===== src/hw/period_timer_regs.vh =====
// Purpose: Register map, field positions and reset values of the period timer
// Assumes: Byte-wide registers on a plain strobe port, word index addressing
// Notes:   Definitions only
`ifndef PERIOD_TIMER_REGS_VH
`define PERIOD_TIMER_REGS_VH

`define ADDR_W            3
`define ADDR_CONTROL      3'h0
`define ADDR_COUNT        3'h1
`define ADDR_PERIOD       3'h2
`define ADDR_LIMIT_CFG    3'h3
`define ADDR_IRQ_STATUS   3'h4
`define ADDR_IRQ_MASK     3'h5

`define CTL_POST_HI       6
`define CTL_POST_LO       3
`define CTL_RUN_BIT       2
`define CTL_PRE_HI        1
`define CTL_PRE_LO        0
`define CTL_WMASK         8'h7f

`define CFG_SRC_HI        2
`define CFG_SRC_LO        0
`define CFG_RISE_EN       3
`define CFG_FALL_EN       4
`define CFG_RISE_EDGE     5
`define CFG_FALL_EDGE     6
`define CFG_WMASK         8'h7f

`define IRQ_MATCH_BIT     0
`define IRQ_LIMIT_BIT     1
`define IRQ_WMASK         8'h03

`define COUNT_RST         8'h00
`define PERIOD_RST        8'hff
`define ZERO8             8'h00

`define PRE_DIV1          2'h0
`define PRE_DIV4          2'h1
`define PRE_DIV16         2'h2
`define PRE_DIV64         2'h3
`define PRE_TC1           6'h00
`define PRE_TC4           6'h03
`define PRE_TC16          6'h0f
`define PRE_TC64          6'h3f
`define INSTR_DIV_TC      2'h3

`endif


===== src/hw/limit_reset_detect.v =====
// Purpose: Selects a peripheral reset source and detects enabled events
// Assumes: Sources are synchronous to the core clock
// Notes:   Codes 6 and 7 are reserved inputs tied low; falling-event settings can still fire on them
`include "period_timer_regs.vh"

module limit_reset_detect (
  input  wire       clk_i,
  input  wire       rst_b_i,
  input  wire [5:0] src_i,
  input  wire [7:0] cfg_i,
  output wire       event_o
);

  reg  src_prev_reg;
  wire sel_src;
  wire rise_hit;
  wire fall_hit;
  wire [7:0] padded;

  // Two reserved inputs tie low [RULE10]
  assign padded  = {2'b00, src_i};
  assign sel_src = padded[cfg_i[`CFG_SRC_HI:`CFG_SRC_LO]];

  always @(posedge clk_i or negedge rst_b_i) begin
    if (!rst_b_i)
      src_prev_reg <= 1'b0;
    else
      src_prev_reg <= sel_src;
  end

  // Edge or level sensitivity per polarity [RULE9]
  assign rise_hit = cfg_i[`CFG_RISE_EN] &&
                    (cfg_i[`CFG_RISE_EDGE] ? (sel_src && !src_prev_reg)
                                           : sel_src);
  assign fall_hit = cfg_i[`CFG_FALL_EN] &&
                    (cfg_i[`CFG_FALL_EDGE] ? (!sel_src && src_prev_reg)
                                           : !sel_src);
  assign event_o = rise_hit || fall_hit;

endmodule


===== src/hw/period_timer.v =====
// Purpose: 8-bit period timer with postscaler and hardware limit reset
// Assumes: Register port strobes are one cycle, never both at once
// Notes:   Read data stand only in the cycle after the read strobe
`include "period_timer_regs.vh"

// Functional notes
// [RULE1] Control bits 6..3 pick postscale 1:(n+1), from 1:1 to 1:16.
// [RULE2] Control bit 2 runs the timer when one, stops it when zero.
// [RULE3] Control bits 1..0 pick prescale; 00 divides by 1, 11 by 64.
// [RULE4] Prescale code 01 divides by 4, code 10 divides by 16.
// [RULE5] Control bit 7 reads zero and ignores writes.
// [RULE6] Postscaler expiry sets a flag; a separate enable gates the interrupt.
// [RULE7] Counter and period are 8-bit readable and writable registers.
// [RULE8] Limit variant keeps all base prescale and postscale ratios.
// [RULE9] Limit variant clears the counter on selected rising/falling events.
// [RULE10] Eight reset source choices, two reserved with no source.
// [RULE11] A reset event before the match restarts counting, output stays low.
// [RULE12] Without a reset event the match drives the limit output active.
// [RULE13] Prescaler is fed by the instruction clock, a quarter of the core.
// [RULE14] On match the counter returns to 00h next increment; postscaler steps.
// [RULE15] Counter or control writes clear prescaler and postscaler only.
// [RULE16] Reset sets counter to 00h and period to FFh.
module period_timer (
  input  wire                CORE_CLK_I,
  input  wire                RST_B_I,
  input  wire [`ADDR_W-1:0]  ADDR_I,
  input  wire [7:0]          WDATA_I,
  input  wire                WR_I,
  input  wire                RD_I,
  input  wire [5:0]          RESET_SRC_I,
  output reg  [7:0]          RDATA_O,
  output reg                 LIMIT_MATCH_O,
  output wire                IRQ_O
);

  reg  [7:0] control_reg;
  reg  [7:0] count_reg;
  reg  [7:0] period_reg;
  reg  [7:0] limit_cfg_reg;
  reg  [7:0] status_reg;
  reg  [7:0] mask_reg;
  reg  [3:0] post_cnt_reg;
  reg        ext_pend_reg;
  reg  [7:0] rdata_next;
  reg  [7:0] status_next;

  wire       tick;
  wire       ext_event;
  wire       match;
  wire       post_expire;
  wire       wr_ctl;
  wire       wr_cnt;
  wire       scaler_clear;
  wire [3:0] post_sel;

  function hit;
    input [`ADDR_W-1:0] a;
    input [`ADDR_W-1:0] r;
    begin
      hit = (a == r);
    end
  endfunction

  assign wr_ctl       = WR_I && hit(ADDR_I, `ADDR_CONTROL);
  assign wr_cnt       = WR_I && hit(ADDR_I, `ADDR_COUNT);
  assign scaler_clear = wr_ctl || wr_cnt;                        // [RULE15]
  assign post_sel     = control_reg[`CTL_POST_HI:`CTL_POST_LO];

  tick_prescaler u_pre (
    .clk_i   (CORE_CLK_I),
    .rst_b_i (RST_B_I),
    .clear_i (scaler_clear),
    .run_i   (control_reg[`CTL_RUN_BIT]),                        // [RULE2]
    .sel_i   (control_reg[`CTL_PRE_HI:`CTL_PRE_LO]),
    .tick_o  (tick)
  );

  limit_reset_detect u_det (
    .clk_i   (CORE_CLK_I),
    .rst_b_i (RST_B_I),
    .src_i   (RESET_SRC_I),
    .cfg_i   (limit_cfg_reg),
    .event_o (ext_event)
  );

  assign match       = (count_reg == period_reg) && !ext_pend_reg;
  assign post_expire = tick && match && (post_cnt_reg == post_sel); // [RULE1]

  // Pending reset is applied on the next timer clock; a counter write wins
  // An event on a tick clears the counter at once, so it must not pend too
  always @(posedge CORE_CLK_I or negedge RST_B_I) begin
    if (!RST_B_I)
      ext_pend_reg <= 1'b0;
    else if (wr_cnt)
      ext_pend_reg <= 1'b0;
    else if (tick)
      ext_pend_reg <= 1'b0;
    else if (ext_event)
      ext_pend_reg <= 1'b1;                                      // [RULE9]
  end

  always @(posedge CORE_CLK_I or negedge RST_B_I) begin
    if (!RST_B_I) begin
      count_reg <= `COUNT_RST;                                   // [RULE16]
    end else if (wr_cnt) begin
      count_reg <= WDATA_I;                                      // [RULE7]
    end else if (tick) begin
      if (ext_pend_reg || ext_event)
        count_reg <= `COUNT_RST;                                 // [RULE11]
      else if (count_reg == period_reg)
        count_reg <= `COUNT_RST;                                 // [RULE14]
      else
        count_reg <= count_reg + 8'h01;
    end
  end

  always @(posedge CORE_CLK_I or negedge RST_B_I) begin
    if (!RST_B_I)
      post_cnt_reg <= 4'h0;
    else if (scaler_clear)
      post_cnt_reg <= 4'h0;                                      // [RULE15]
    else if (tick && match)
      post_cnt_reg <= (post_cnt_reg == post_sel) ? 4'h0
                                                 : post_cnt_reg + 4'h1;
  end

  // Unscaled limit output, registered for a clean data output
  always @(posedge CORE_CLK_I or negedge RST_B_I) begin
    if (!RST_B_I)
      LIMIT_MATCH_O <= 1'b0;
    else
      LIMIT_MATCH_O <= match && !ext_event;                     // [RULE12]
  end

  always @(posedge CORE_CLK_I or negedge RST_B_I) begin
    if (!RST_B_I) begin
      control_reg   <= `ZERO8;
      period_reg    <= `PERIOD_RST;                              // [RULE16]
      limit_cfg_reg <= `ZERO8;
      mask_reg      <= `ZERO8;
    end else if (WR_I) begin
      if (hit(ADDR_I, `ADDR_CONTROL))
        control_reg <= WDATA_I & `CTL_WMASK;                     // [RULE5]
      if (hit(ADDR_I, `ADDR_PERIOD))
        period_reg <= WDATA_I;                                   // [RULE7]
      if (hit(ADDR_I, `ADDR_LIMIT_CFG))
        limit_cfg_reg <= WDATA_I & `CFG_WMASK;
      if (hit(ADDR_I, `ADDR_IRQ_MASK))
        mask_reg <= WDATA_I & `IRQ_WMASK;                        // [RULE6]
    end
  end

  // Sticky flags: write one clears, a same-cycle event wins
  always @* begin
    status_next = status_reg;
    if (WR_I && hit(ADDR_I, `ADDR_IRQ_STATUS))
      status_next = status_reg & ~(WDATA_I & `IRQ_WMASK);
    if (post_expire)
      status_next[`IRQ_MATCH_BIT] = 1'b1;                        // [RULE6]
    if (match && !ext_event && tick)
      status_next[`IRQ_LIMIT_BIT] = 1'b1;
  end

  always @(posedge CORE_CLK_I or negedge RST_B_I) begin
    if (!RST_B_I)
      status_reg <= `ZERO8;
    else
      status_reg <= status_next;
  end

  assign IRQ_O = |(status_reg & mask_reg);                       // [RULE6]

  always @* begin
    case (ADDR_I)
      `ADDR_CONTROL:    rdata_next = control_reg;                // [RULE5]
      `ADDR_COUNT:      rdata_next = count_reg;
      `ADDR_PERIOD:     rdata_next = period_reg;
      `ADDR_LIMIT_CFG:  rdata_next = limit_cfg_reg;
      `ADDR_IRQ_STATUS: rdata_next = status_reg;
      `ADDR_IRQ_MASK:   rdata_next = mask_reg;
      default:          rdata_next = `ZERO8;
    endcase
  end

  // Read data valid only the cycle after the strobe, zero otherwise
  always @(posedge CORE_CLK_I or negedge RST_B_I) begin
    if (!RST_B_I)
      RDATA_O <= `ZERO8;
    else if (RD_I)
      RDATA_O <= rdata_next;
    else
      RDATA_O <= `ZERO8;
  end

endmodule


===== src/hw/tick_prescaler.v =====
// Purpose: Instruction clock divider and selectable timer prescaler
// Assumes: Core clock stands in for the oscillator
// Notes:   Emits one-cycle enable pulses only
`include "period_timer_regs.vh"

module tick_prescaler (
  input  wire       clk_i,
  input  wire       rst_b_i,
  input  wire       clear_i,
  input  wire       run_i,
  input  wire [1:0] sel_i,
  output wire       tick_o
);

  reg  [1:0] instr_cnt_reg;
  reg  [5:0] pre_cnt_reg;
  reg  [5:0] tc;
  wire       instr_tick;

  // Instruction clock runs at a quarter of the core rate [RULE13]
  assign instr_tick = (instr_cnt_reg == `INSTR_DIV_TC);

  always @(posedge clk_i or negedge rst_b_i) begin
    if (!rst_b_i)
      instr_cnt_reg <= 2'h0;
    else
      instr_cnt_reg <= instr_cnt_reg + 2'h1;
  end

  always @* begin
    case (sel_i)                                     // [RULE3] [RULE4] [RULE8]
      `PRE_DIV1:  tc = `PRE_TC1;
      `PRE_DIV4:  tc = `PRE_TC4;
      `PRE_DIV16: tc = `PRE_TC16;
      default:    tc = `PRE_TC64;
    endcase
  end

  assign tick_o = run_i && instr_tick && (pre_cnt_reg >= tc);

  always @(posedge clk_i or negedge rst_b_i) begin
    if (!rst_b_i)
      pre_cnt_reg <= 6'h00;
    else if (clear_i)
      pre_cnt_reg <= 6'h00;                          // [RULE15]
    else if (run_i && instr_tick)
      pre_cnt_reg <= (pre_cnt_reg >= tc) ? 6'h00 : pre_cnt_reg + 6'h01;
  end

endmodule


===== config.mk =====
export PLATFORM = sky130hd
export DESIGN_NAME = period_timer
export DESIGN_NICKNAME = d
export VERILOG_FILES = /design/src/hw/limit_reset_detect.v /design/src/hw/period_timer.v /design/src/hw/tick_prescaler.v
export VERILOG_INCLUDE_DIRS = /design/src /design/src/hw
export SDC_FILE = /design/constraint.sdc
export NUM_CORES = 1
export LEC_CHECK = 0
export ABC_CLOCK_PERIOD_IN_PS = 2300
export BUFFER_PORTS_ARGS = -buffer_cell sky130_fd_sc_hd__buf_4
export CAP_MARGIN = 10
export CORE_MARGIN = 8
export CORE_UTILIZATION = 40
export CTS_BUF_LIST = sky130_fd_sc_hd__clkbuf_16
export DETAILED_ROUTE_END_ITERATION = 10
export PLACE_DENSITY_LB_ADDON = 0.25
export REMOVE_ABC_BUFFERS = 1
export SLEW_MARGIN = 20
export SYNTH_ARGS = -nofsm -noshare
export SYNTH_HDL_FRONTEND = slang
export SYNTH_HIERARCHICAL = 1
export SYNTH_SLANG_ARGS = --single-unit

===== constraint.sdc =====
create_clock -name CORE_CLK_I -period 2.3 [get_ports CORE_CLK_I]
set_input_delay 0 -clock CORE_CLK_I [delete_from_list [all_inputs] [get_ports CORE_CLK_I]]
set_output_delay 0 -clock CORE_CLK_I [all_outputs]
set_load 0.1 [all_outputs]

# After elaboration in Yosys (flattened, before gate mapping)
# Index checks and enable logic that the tools add are counted.
[classes]
add_sub_neg = 4
mul = 0
div_mod_pow = 0
bitwise_logic = 3
n_lt_le_gt_ge = 2
muxes = 23
reduce_logical = 34
eq_ne = 10
shifts = 0
[ops]
columns = ["cell", "count"]
rows = [
  ["one-hot mux 8 bit (6 select lines)", 1],
  ["2-to-1 mux 8 bit", 5],
  ["2-to-1 mux 6 bit", 3],
  ["one-hot mux 6 bit (3 select lines)", 1],
  ["logical AND 1 bit", 14],
  ["2-to-1 mux 4 bit", 3],
  ["nonzero test 2 bit", 5],
  ["adder 8 x 1 -> 8 bit, second input constant", 1],
  ["AND 8 x 2 -> 8 bit", 1],
  ["AND 8 bit", 1],
  ["== test 8 bit", 1],
  ["2-to-1 mux 1 bit", 8],
  ["NOT 2 -> 8 bit", 1],
  ["AND reduction 2 bit", 4],
  ["OR reduction 8 bit", 1],
  ["adder 6 x 1 -> 6 bit, second input constant", 1],
  ["== test 3 x 2 -> 1 bit, second input constant", 2],
  ["== test 3 bit, second input constant", 2],
  [">= comparator 6 bit", 1],
  ["adder 4 x 1 -> 4 bit, second input constant", 1],
  ["== test 2 bit, second input constant", 2],
  ["== test 4 bit", 1],
  ["logical NOT 1 bit", 4],
  ["less-than comparator 3 x 4 -> 1 bit, second input constant", 1],
  ["9 further kinds", 11],
]
[totals]
input_bits = 21
latchBits = 0
elab_cells = 91
memories = 0
mem_bits_ro = 0
ram_bits = 0
reg_bits = 63
out_inout_bits = 10

# Depth between registers and ports, before layout
# Gate-level depths: netlist of run 1.
[depth]
ltp_word = 11
depth_mapped = 10

# By module
# The synthesis of run 1 kept the hierarchy.
[modules_own_cells]
columns = ["mod", "area_each_um2", "n_inst", "cells_each"]
rows = [
  ["period_timer", 2493.6, 1, 214],
  ["tick_prescaler", 511.7, 1, 50],
  ["limit_reset_detect", 112.6, 1, 13],
]

# Worst setup path before layout of run 1
# No wires, ideal clock.
[synth_path]
path_kind = "reg2reg"
start = "reg control_reg[0]"
end = "reg count_reg[3]"
required_time_ps = 2174
arrival_time_ps = 2334
path_stages_with_launch = 11
path_buffers = 0
setup_slack_ps = -160
path_cell_list = "dfrtp_1 -> or2_2 -> ha_1 -> nand2b_1 -> a21oi_1 -> o221ai_1 -> nor2b_4 -> nor2_2 -> a211oi_2 -> and3b_1 -> a221o_1"
[synth_via]
elab_chain_cells = 5
[synth_lines]
columns = ["element", "line", "text"]
rows = [
  ["start: declaration", "period_timer.v:36", "reg [7:0] control_reg;"],
  ["start signal: assignment", "period_timer.v:137", "control_reg <= `ZERO8;"],
  ["start signal: assignment", "period_timer.v:143", "control_reg <= WDATA_I & `CTL_WMASK;"],
  ["== test 2 bit (tied with other cells)", "tick_prescaler.v:31", "case (sel_i)"],
  ["one-hot mux 6 bit (3 select lines) (*)", "tick_prescaler.v:31", ""],
  [">= comparator 6 bit (*)", "tick_prescaler.v:39", "assign tick_o = run_i && instr_tick && (pre_cnt_reg >= tc);"],
  ["logical AND 1 bit (*)", "tick_prescaler.v:39", ""],
  ["named net tick", "period_timer.v:47", "wire tick;"],
  ["nonzero test 2 bit (no source line) (*)", "--", ""],
  ["end signal: assignment", "period_timer.v:109", "count_reg <= `COUNT_RST;"],
  ["end signal: assignment", "period_timer.v:111", "count_reg <= `COUNT_RST;"],
  ["end signal: assignment", "period_timer.v:113", "count_reg <= count_reg + 8'h01;"],
  ["end: declaration", "period_timer.v:37", "reg [7:0] count_reg;"],
]
# Mark *: on every way through the listed nets, which the timed path passes. The rest lies on a longest branch.
# A chain may end at the register's enable or synchronous reset.

# Worst setup path in the final report of run 1
[layout_path]
start = "reg limit_cfg_reg[0]"
end = "reg count_reg[3]"
[layout_via]
elab_chain_cells = 11
[layout_lines]
columns = ["element", "line", "text"]
rows = [
  ["start: declaration", "period_timer.v:39", "reg [7:0] limit_cfg_reg;"],
  ["start signal: assignment", "period_timer.v:139", "limit_cfg_reg <= `ZERO8;"],
  ["start signal: assignment", "period_timer.v:147", "limit_cfg_reg <= WDATA_I & `CFG_WMASK;"],
  ["binary-select mux 1 bit (select 3 bit) (*)", "limit_reset_detect.v:22", "assign sel_src = padded[cfg_i[`CFG_SRC_HI:`CFG_SRC_LO]];"],
  ["2-to-1 mux 1 bit (*)", "limit_reset_detect.v:22", ""],
  ["named net u_det.sel_src", "limit_reset_detect.v:15", "wire sel_src;"],
  ["logical NOT 1 bit", "limit_reset_detect.v:36, limit_reset_detect.v:37", ""],
  ["logical AND 1 bit", "limit_reset_detect.v:36", "(cfg_i[`CFG_FALL_EDGE] ? (!sel_src && src_prev_reg)"],
  ["2-to-1 mux 1 bit", "limit_reset_detect.v:36", ""],
  ["logical AND 1 bit", "limit_reset_detect.v:35", "assign fall_hit = cfg_i[`CFG_FALL_EN] &&"],
  ["logical OR 1 bit (*)", "limit_reset_detect.v:38", "assign event_o = rise_hit || fall_hit;"],
  ["named net ext_event", "period_timer.v:48", "wire ext_event;"],
  ["logical OR 1 bit (*)", "period_timer.v:108", "if (ext_pend_reg || ext_event)"],
  ["2-to-1 mux 8 bit (*)", "period_timer.v:108", ""],
  ["2-to-1 mux 8 bit (*)", "period_timer.v:107", "end else if (tick) begin"],
  ["2-to-1 mux 8 bit (*)", "period_timer.v:105", "end else if (wr_cnt) begin"],
  ["end signal: assignment", "period_timer.v:104", "count_reg <= `COUNT_RST;"],
  ["end signal: assignment", "period_timer.v:109", ""],
  ["end signal: assignment", "period_timer.v:111", ""],
]
# Mark *: on every way through the listed nets, which the timed path passes. The rest lies on a longest branch. The select of a mux whose other input is x is not followed.

==> impl_metrics.json, run 1 <==
{
  "die_y_um": 104,
  "outcome": "finished, violations left",
  "place_congestion": 0.831,
  "power_density_mw_per_mm2": 960,
  "hold_violations": 0,
  "maxCapViolCount": 0,
  "clk_path_buf_depth": 2,
  "initial_utilization": 0.407,
  "fillCellCount": 664,
  "hold_end": "RDATA_O[7]",
  "clk_pin_slew_ps": 50,
  "r2r_slack_ps": -2,
  "ys_warn_count": 6,
  "core_region_area_sq_mm": 0.00765,
  "clk_latency_ps": 320,
  "die_w_um": 104,
  "drtIter0Drc": 127,
  "placed_cell_area_sq_mm": 0.00359,
  "grt_overflow_total": 0,
  "cts_buffers": 9,
  "fin_nets": 375,
  "r2r-end": "count_reg[3]",
  "rr_worst_depth": 11,
  "cts_tree": "yes",
  "grt_pass1_vias": 2517,
  "setup.worst_path.class": "flip-flop to flip-flop",
  "drc_errors": 0,
  "portBuffers": 30,
  "grt_pass1_wl_um": 13000,
  "grt_setup_unrepaired": "true",
  "path_max_fanout": 8,
  "slew_viol_final": 0,
  "worstPathArrival_ps": 2510,
  "route.final.wire_length_um": 7580,
  "max_freq_ghz": 0.434,
  "clock_skew_ps": 9.67,
  "die_area_sq_mm": 0.0109,
  "setup_tns_ps": -1.61,
  "crit_slowest_cell": "dfrtp_1",
  "num_io_pins": 31,
  "holdPathStages": 2,
  "place_hpwl_um": 5400,
  "switching_share": 0.331,
  "cts_htree_levels": 3,
  "p_switching_uw": 1320,
  "root_buffer": "clkbuf_16",
  "drive_gt1_frac": 0.372,
  "syn_area_sq_mm": 0.00311,
  "seq_power_share": 0.367,
  "hp-start": "ADDR_I[2]",
  "cts.sinks": 57,
  "area_growth_pct": 32.8,
  "path_cells": "mux2i_1 -> nor3b_1 -> or3_4 -> mux2i_1 -> buf_4 -> nor2_4 -> nand2b_4 -> a211oi_4 -> buf_6 -> and3b_1 -> a221o_1",
  "max_stage_delay_ps": 420,
  "num_rows": 32,
  "netlist_instances": 276,
  "maxSlewHeadroom": 0.520,
  "worst_slack_ps": -1.61,
  "vias_per_cell": 5.31,
  "fin_area_sq_mm": 0.00414,
  "wl_per_cell_um": 16.8,
  "grt_use_total": 0.149,
  "ir_drop_v": 0.000501,
  "grt_max_degree": 58,
  "crit_top_cell": "mux2i_1",
  "p_leak_uw": 0.00188,
  "ant_nets": 0,
  "timing.rr.start": "limit_cfg_reg[0]",
  "diodes": 0,
  "cp.required_ps": 2510,
  "period_minus_slack_ps": 2300,
  "finalSetupViolCount": 1,
  "end_kind": "flip-flop",
  "worstSetupStartpointType": "flip-flop",
  "tightest_slew_ps": 720,
  "violations": "setup timing",
  "p_comb_frac": 0.310,
  "drt-pass1-iter-count": 4,
  "syn_area_per_cell_sq_um": 11.3,
  "hold_path.class": "primary input to flip-flop",
  "vias": 2394,
  "grt_antenna_before_repair": 0,
  "internal-power_uw": 2660,
  "clockPowerShare": 0.323,
  "finalCritPeriodShare": 1.00
}
==> through the flow <==
stage	total power [uW]	cells	hold slack, ps	setup WS, ps	util
2_1_floorplan	2130	271	-296	-160	-
3_3_place_gp	2530	422	116	-129	0.469
3_5_place_dp	2550	422	122	-129	0.469
4_1_cts	3930	449	38.4	12.4	0.527
5_1_grt	4180	451	55.9	-96.2	0.541
6_report	3970	451	47.5	-1.61	0.541
==> area by class of cell <==
| class | count | area, sq um | area share |
|---|---|---|---|
| well taps | 102 | 128 | 0.0309 |
| inverters | 9 | 33.8 | 0.00817 |
| clock inverters | 7 | 62.6 | 0.0151 |
| flip-flops and latches | 57 | 1440 | 0.347 |
| clock buffers | 9 | 225 | 0.0544 |
| multi-input cells | 205 | 1750 | 0.423 |
| repair buffers | 62 | 502 | 0.121 |
==> per-layer routing <==
layer  vias to the layer above  global-route usage  share of wire
met2                        38               0.229           0.48
met3                         7              0.0421          0.039
li1                       1153                   -              -
met4                         0              0.0548         0.0092
met1                      1196               0.193           0.47
met5                         -                   0              0
==> worst max-delay path by stage <==
stage / from / end
6_report: limit_cfg_reg[0] / count_reg[3]
5_1_grt: limit_cfg_reg[0] / count_reg[3]
4_1_cts: limit_cfg_reg[2] / count_reg[4]
3_5_place_dp: control_reg[0] / count_reg[3]
3_3_place_gp: control_reg[0] / count_reg[3]
2_1_floorplan: control_reg[0] / count_reg[3]
==> timing repair <==
action,in CTS,in global routing
resized for setup,10,16
setup buffers,3,3
setup endpoints to repair,12,14
pin swaps,4,11
hold buffers,10,0
hold endpoints to repair,83,0
==> critical path: cells and delay by family, from the launching register on <==
| family | cells | cell delay [ps] |
|---|---|---|
| muxes | 2 | 390 |
| and+or+nand+nor | 5 | 760 |
| buffers and inverters | 2 | 330 |
| AOI/OAI and AO/OA | 2 | 290 |
| DFF | 1 | 420 |
==> cells in the final DEF (no fill, tap or decap), types with 4 or more instances in the layout <==
cell / count
a21oi_1: 4
and2_1: 6
buf_4: 49
clkbuf_16: 9
dfrtp_1: 49
dfstp_2: 8
dlygate4sd3_1: 10
ha_1: 9
inv_1: 10
mux2_2: 25
mux2i_1: 17
nand2_1: 20
nand3_1: 17
nor2_1: 8
nor3_1: 6
o22ai_1: 5
xor2_1: 12
==> power by group through the flow <==
stage	combinational, uW	clock, uW	sequential (uW)
6_report	1230	1280	1460
3_5_place_dp	1090	0	1460
5_1_grt	1350	1350	1490
2_1_floorplan	623	0	1510
4_1_cts	1180	1300	1450
3_3_place_gp	1070	0	1460
Note: power is estimated with default switching activity, not from simulation.
==> run 2: changes to the inputs <==
--- a/config.mk
+++ b/config.mk
@@ -9,8 +9,7 @@
 export ABC_CLOCK_PERIOD_IN_PS = 2300
 export BUFFER_PORTS_ARGS = -buffer_cell sky130_fd_sc_hd__buf_4
 export CAP_MARGIN = 10
-export CORE_MARGIN = 8
-export CORE_UTILIZATION = 40
+export CORE_UTILIZATION = 50
 export CTS_BUF_LIST = sky130_fd_sc_hd__clkbuf_16
 export DETAILED_ROUTE_END_ITERATION = 10
 export PLACE_DENSITY_LB_ADDON = 0.25
==> run 2 against run 1 <==
Against the previous run:
- the run now ends clean
- non-clock buffer count fell by 6
- global-route usage increased by 10 points
- power down 5.2%
- die area shrank 40%
- final area fell by 2.5%
- critical endpoint is now count_reg[7]
- highest routed layer unchanged
==> impl_metrics.json, run 2 (synthesis results as in run 1) <==
{
  "drive_gt1_frac": 0.370,
  "finalCritPeriodShare": 0.996,
  "cts.sinks": 57,
  "final_cells": 418,
  "layout_common_cells": "dfrtp_1, buf_4, mux2_2",
  "tightest_slew_ps": 708,
  "grt_antenna_before_repair": 0,
  "clk_path_buf_depth": 2,
  "initial_utilization": 0.523,
  "max_stage_delay_ps": 410,
  "ant_nets": 0,
  "path_max_fanout": 7,
  "fin_area_sq_mm": 0.00403,
  "place_hpwl_um": 5100,
  "final_common_cell": "dfrtp_1",
  "worstPathArrival_ps": 2550,
  "route.final.wire_length_um": 7400,
  "outcome": "finished clean",
  "cts_tree": "yes",
  "fin_nets": 369,
  "crit_top_cell": "nand3_2",
  "clk_latency_ps": 320,
  "final_util": 0.677,
  "hold_violations": 0,
  "cp.required_ps": 2560,
  "grt_setup_unrepaired": "true",
  "die_w_um": 80.9,
  "cts_htree_levels": 3,
  "num_io_pins": 31,
  "placed_cell_area_sq_mm": 0.00352,
  "area_growth_pct": 29.4,
  "vias_per_cell": 5.92,
  "core_region_area_sq_mm": 0.00596,
  "max_freq_ghz": 0.436,
  "die_area_sq_mm": 0.00655,
  "rr_worst_depth": 10,
  "fillCellCount": 448,
  "cts_buffers": 9,
  "grt_pass1_vias": 2445,
  "r2r_slack_ps": 8,
  "dp.cells": 391,
  "clock_skew_ps": 4.09,
  "maxCapViolCount": 0,
  "grt_pass1_wl_um": 12000,
  "drtIter0Drc": 212,
  "ir_drop_v": 0.000614,
  "num_rows": 28,
  "hold_path.class": "primary input to flip-flop",
  "portBuffers": 30,
  "die_y_um": 80.9,
  "path_cells": "mux2i_1 -> nor3b_1 -> or3_4 -> mux2i_2 -> nor2_2 -> nand2b_1 -> a211oi_4 -> buf_4 -> nand3_2 -> nand3_2",
  "clk_pin_slew_ps": 50,
  "power_density_mw_per_mm2": 934,
  "slew_viol_final": 0,
  "diodes": 0,
  "endpoint": "count_reg[7]",
  "crit_slowest_cell": "or3_4",
  "end_kind": "flip-flop",
  "period_minus_slack_ps": 2290,
  "grt_use_total": 0.249,
  "r2r-end": "count_reg[7]",
  "timing.rr.start": "limit_cfg_reg[2]",
  "maxSlewHeadroom": 0.528,
  "wl_per_cell_um": 17.7,
  "p_leak_uw": 0.00185,
  "vias": 2473,
  "root_buffer": "clkbuf_16",
  "finalSetupViolCount": 0,
  "grt_overflow_total": 0,
  "startpoint": "limit_cfg_reg[2]",
  "worstSetupStartpointType": "flip-flop",
  "drt-pass1-iter-count": 5,
  "place_congestion": 0.822,
  "setup.worst_path.class": "flip-flop to flip-flop",
  "grt_max_degree": 58,
  "drc_errors": 0,
  "finalPower_uw": 3770
}
==> run 2: cell types whose count changed in the layout (fill, tap and decap cells not counted), sizes merged <==
cell and change:
clkinvlp -2, bufinv -1, clkinv +2, inv +1
buf -6
==> run 2: through the flow <==
stage | hold WS [ps] | setup WS (ps) | setup TNS [ps]
2_1_floorplan | -296 | -160 | -550
3_3_place_gp | 98.2 | -96.1 | -224
3_5_place_dp | 101 | -141 | -654
4_1_cts | 50.0 | 1.81 | 0
5_1_grt | 61.2 | -99.4 | -696
6_report | 63.1 | 8.44 | 0
==> run 2: worst max-delay path: cells and delay by family (launching register included) <==
| family | cells | cell delay (ps) |
|---|---|---|
| multiplexers | 2 | 380 |
| buffers and inverters | 1 | 190 |
| AO/OA/AOI/OAI | 1 | 370 |
| AND/OR/NAND/NOR | 6 | 920 |
| flip-flops | 1 | 390 |
==> run 2: per-layer routing <==
layer,wire (um),track usage
met4,181,0.118
met5,0,0
met2,3650,0.401
met3,231,0.0416
met1,3330,0.328
==> run 2: power breakdown <==
group          internal [uW]  switching [uW]  leakage (uW)
Combinational            549             607       0.00101
Clock                    704             423      0.000136
Sequential              1230             252      0.000706
Total                   2480            1280       0.00185
==> run 2: final cells by class <==
| class | count | area (sq um) | share of cell area |
|---|---|---|---|
| sequential | 57 | 1440 | 0.356 |
| timing repair buffer | 56 | 449 | 0.111 |
| inverter | 9 | 33.8 | 0.00838 |
| tap | 75 | 93.8 | 0.0233 |
| multi-input combinational | 205 | 1760 | 0.437 |
| clock buffer | 9 | 225 | 0.0559 |
| clock inverter | 7 | 30.0 | 0.00745 |
==> run 2: worst min-delay path by stage <==
stage,from,endpoint,slack (ps),depth (start not counted)
2_1_floorplan,RST_B_I,LIMIT_MATCH_O,-300,0
3_3_place_gp,RST_B_I,post_cnt_reg[2],100,1
3_5_place_dp,RST_B_I,RDATA_O[3],100,1
4_1_cts,ADDR_I[2],RDATA_O[7],50,2
5_1_grt,ADDR_I[2],RDATA_O[7],60,2
6_report,ADDR_I[2],RDATA_O[7],60,2
==> run 2: repair_timing <==
action,CTS,global route
setup buffers,1,1
hold buffers,10,0
gates resized for setup,8,20
pin swaps,4,5
hold endpoints to repair,83,0
endpoints found under the setup margin,10,14
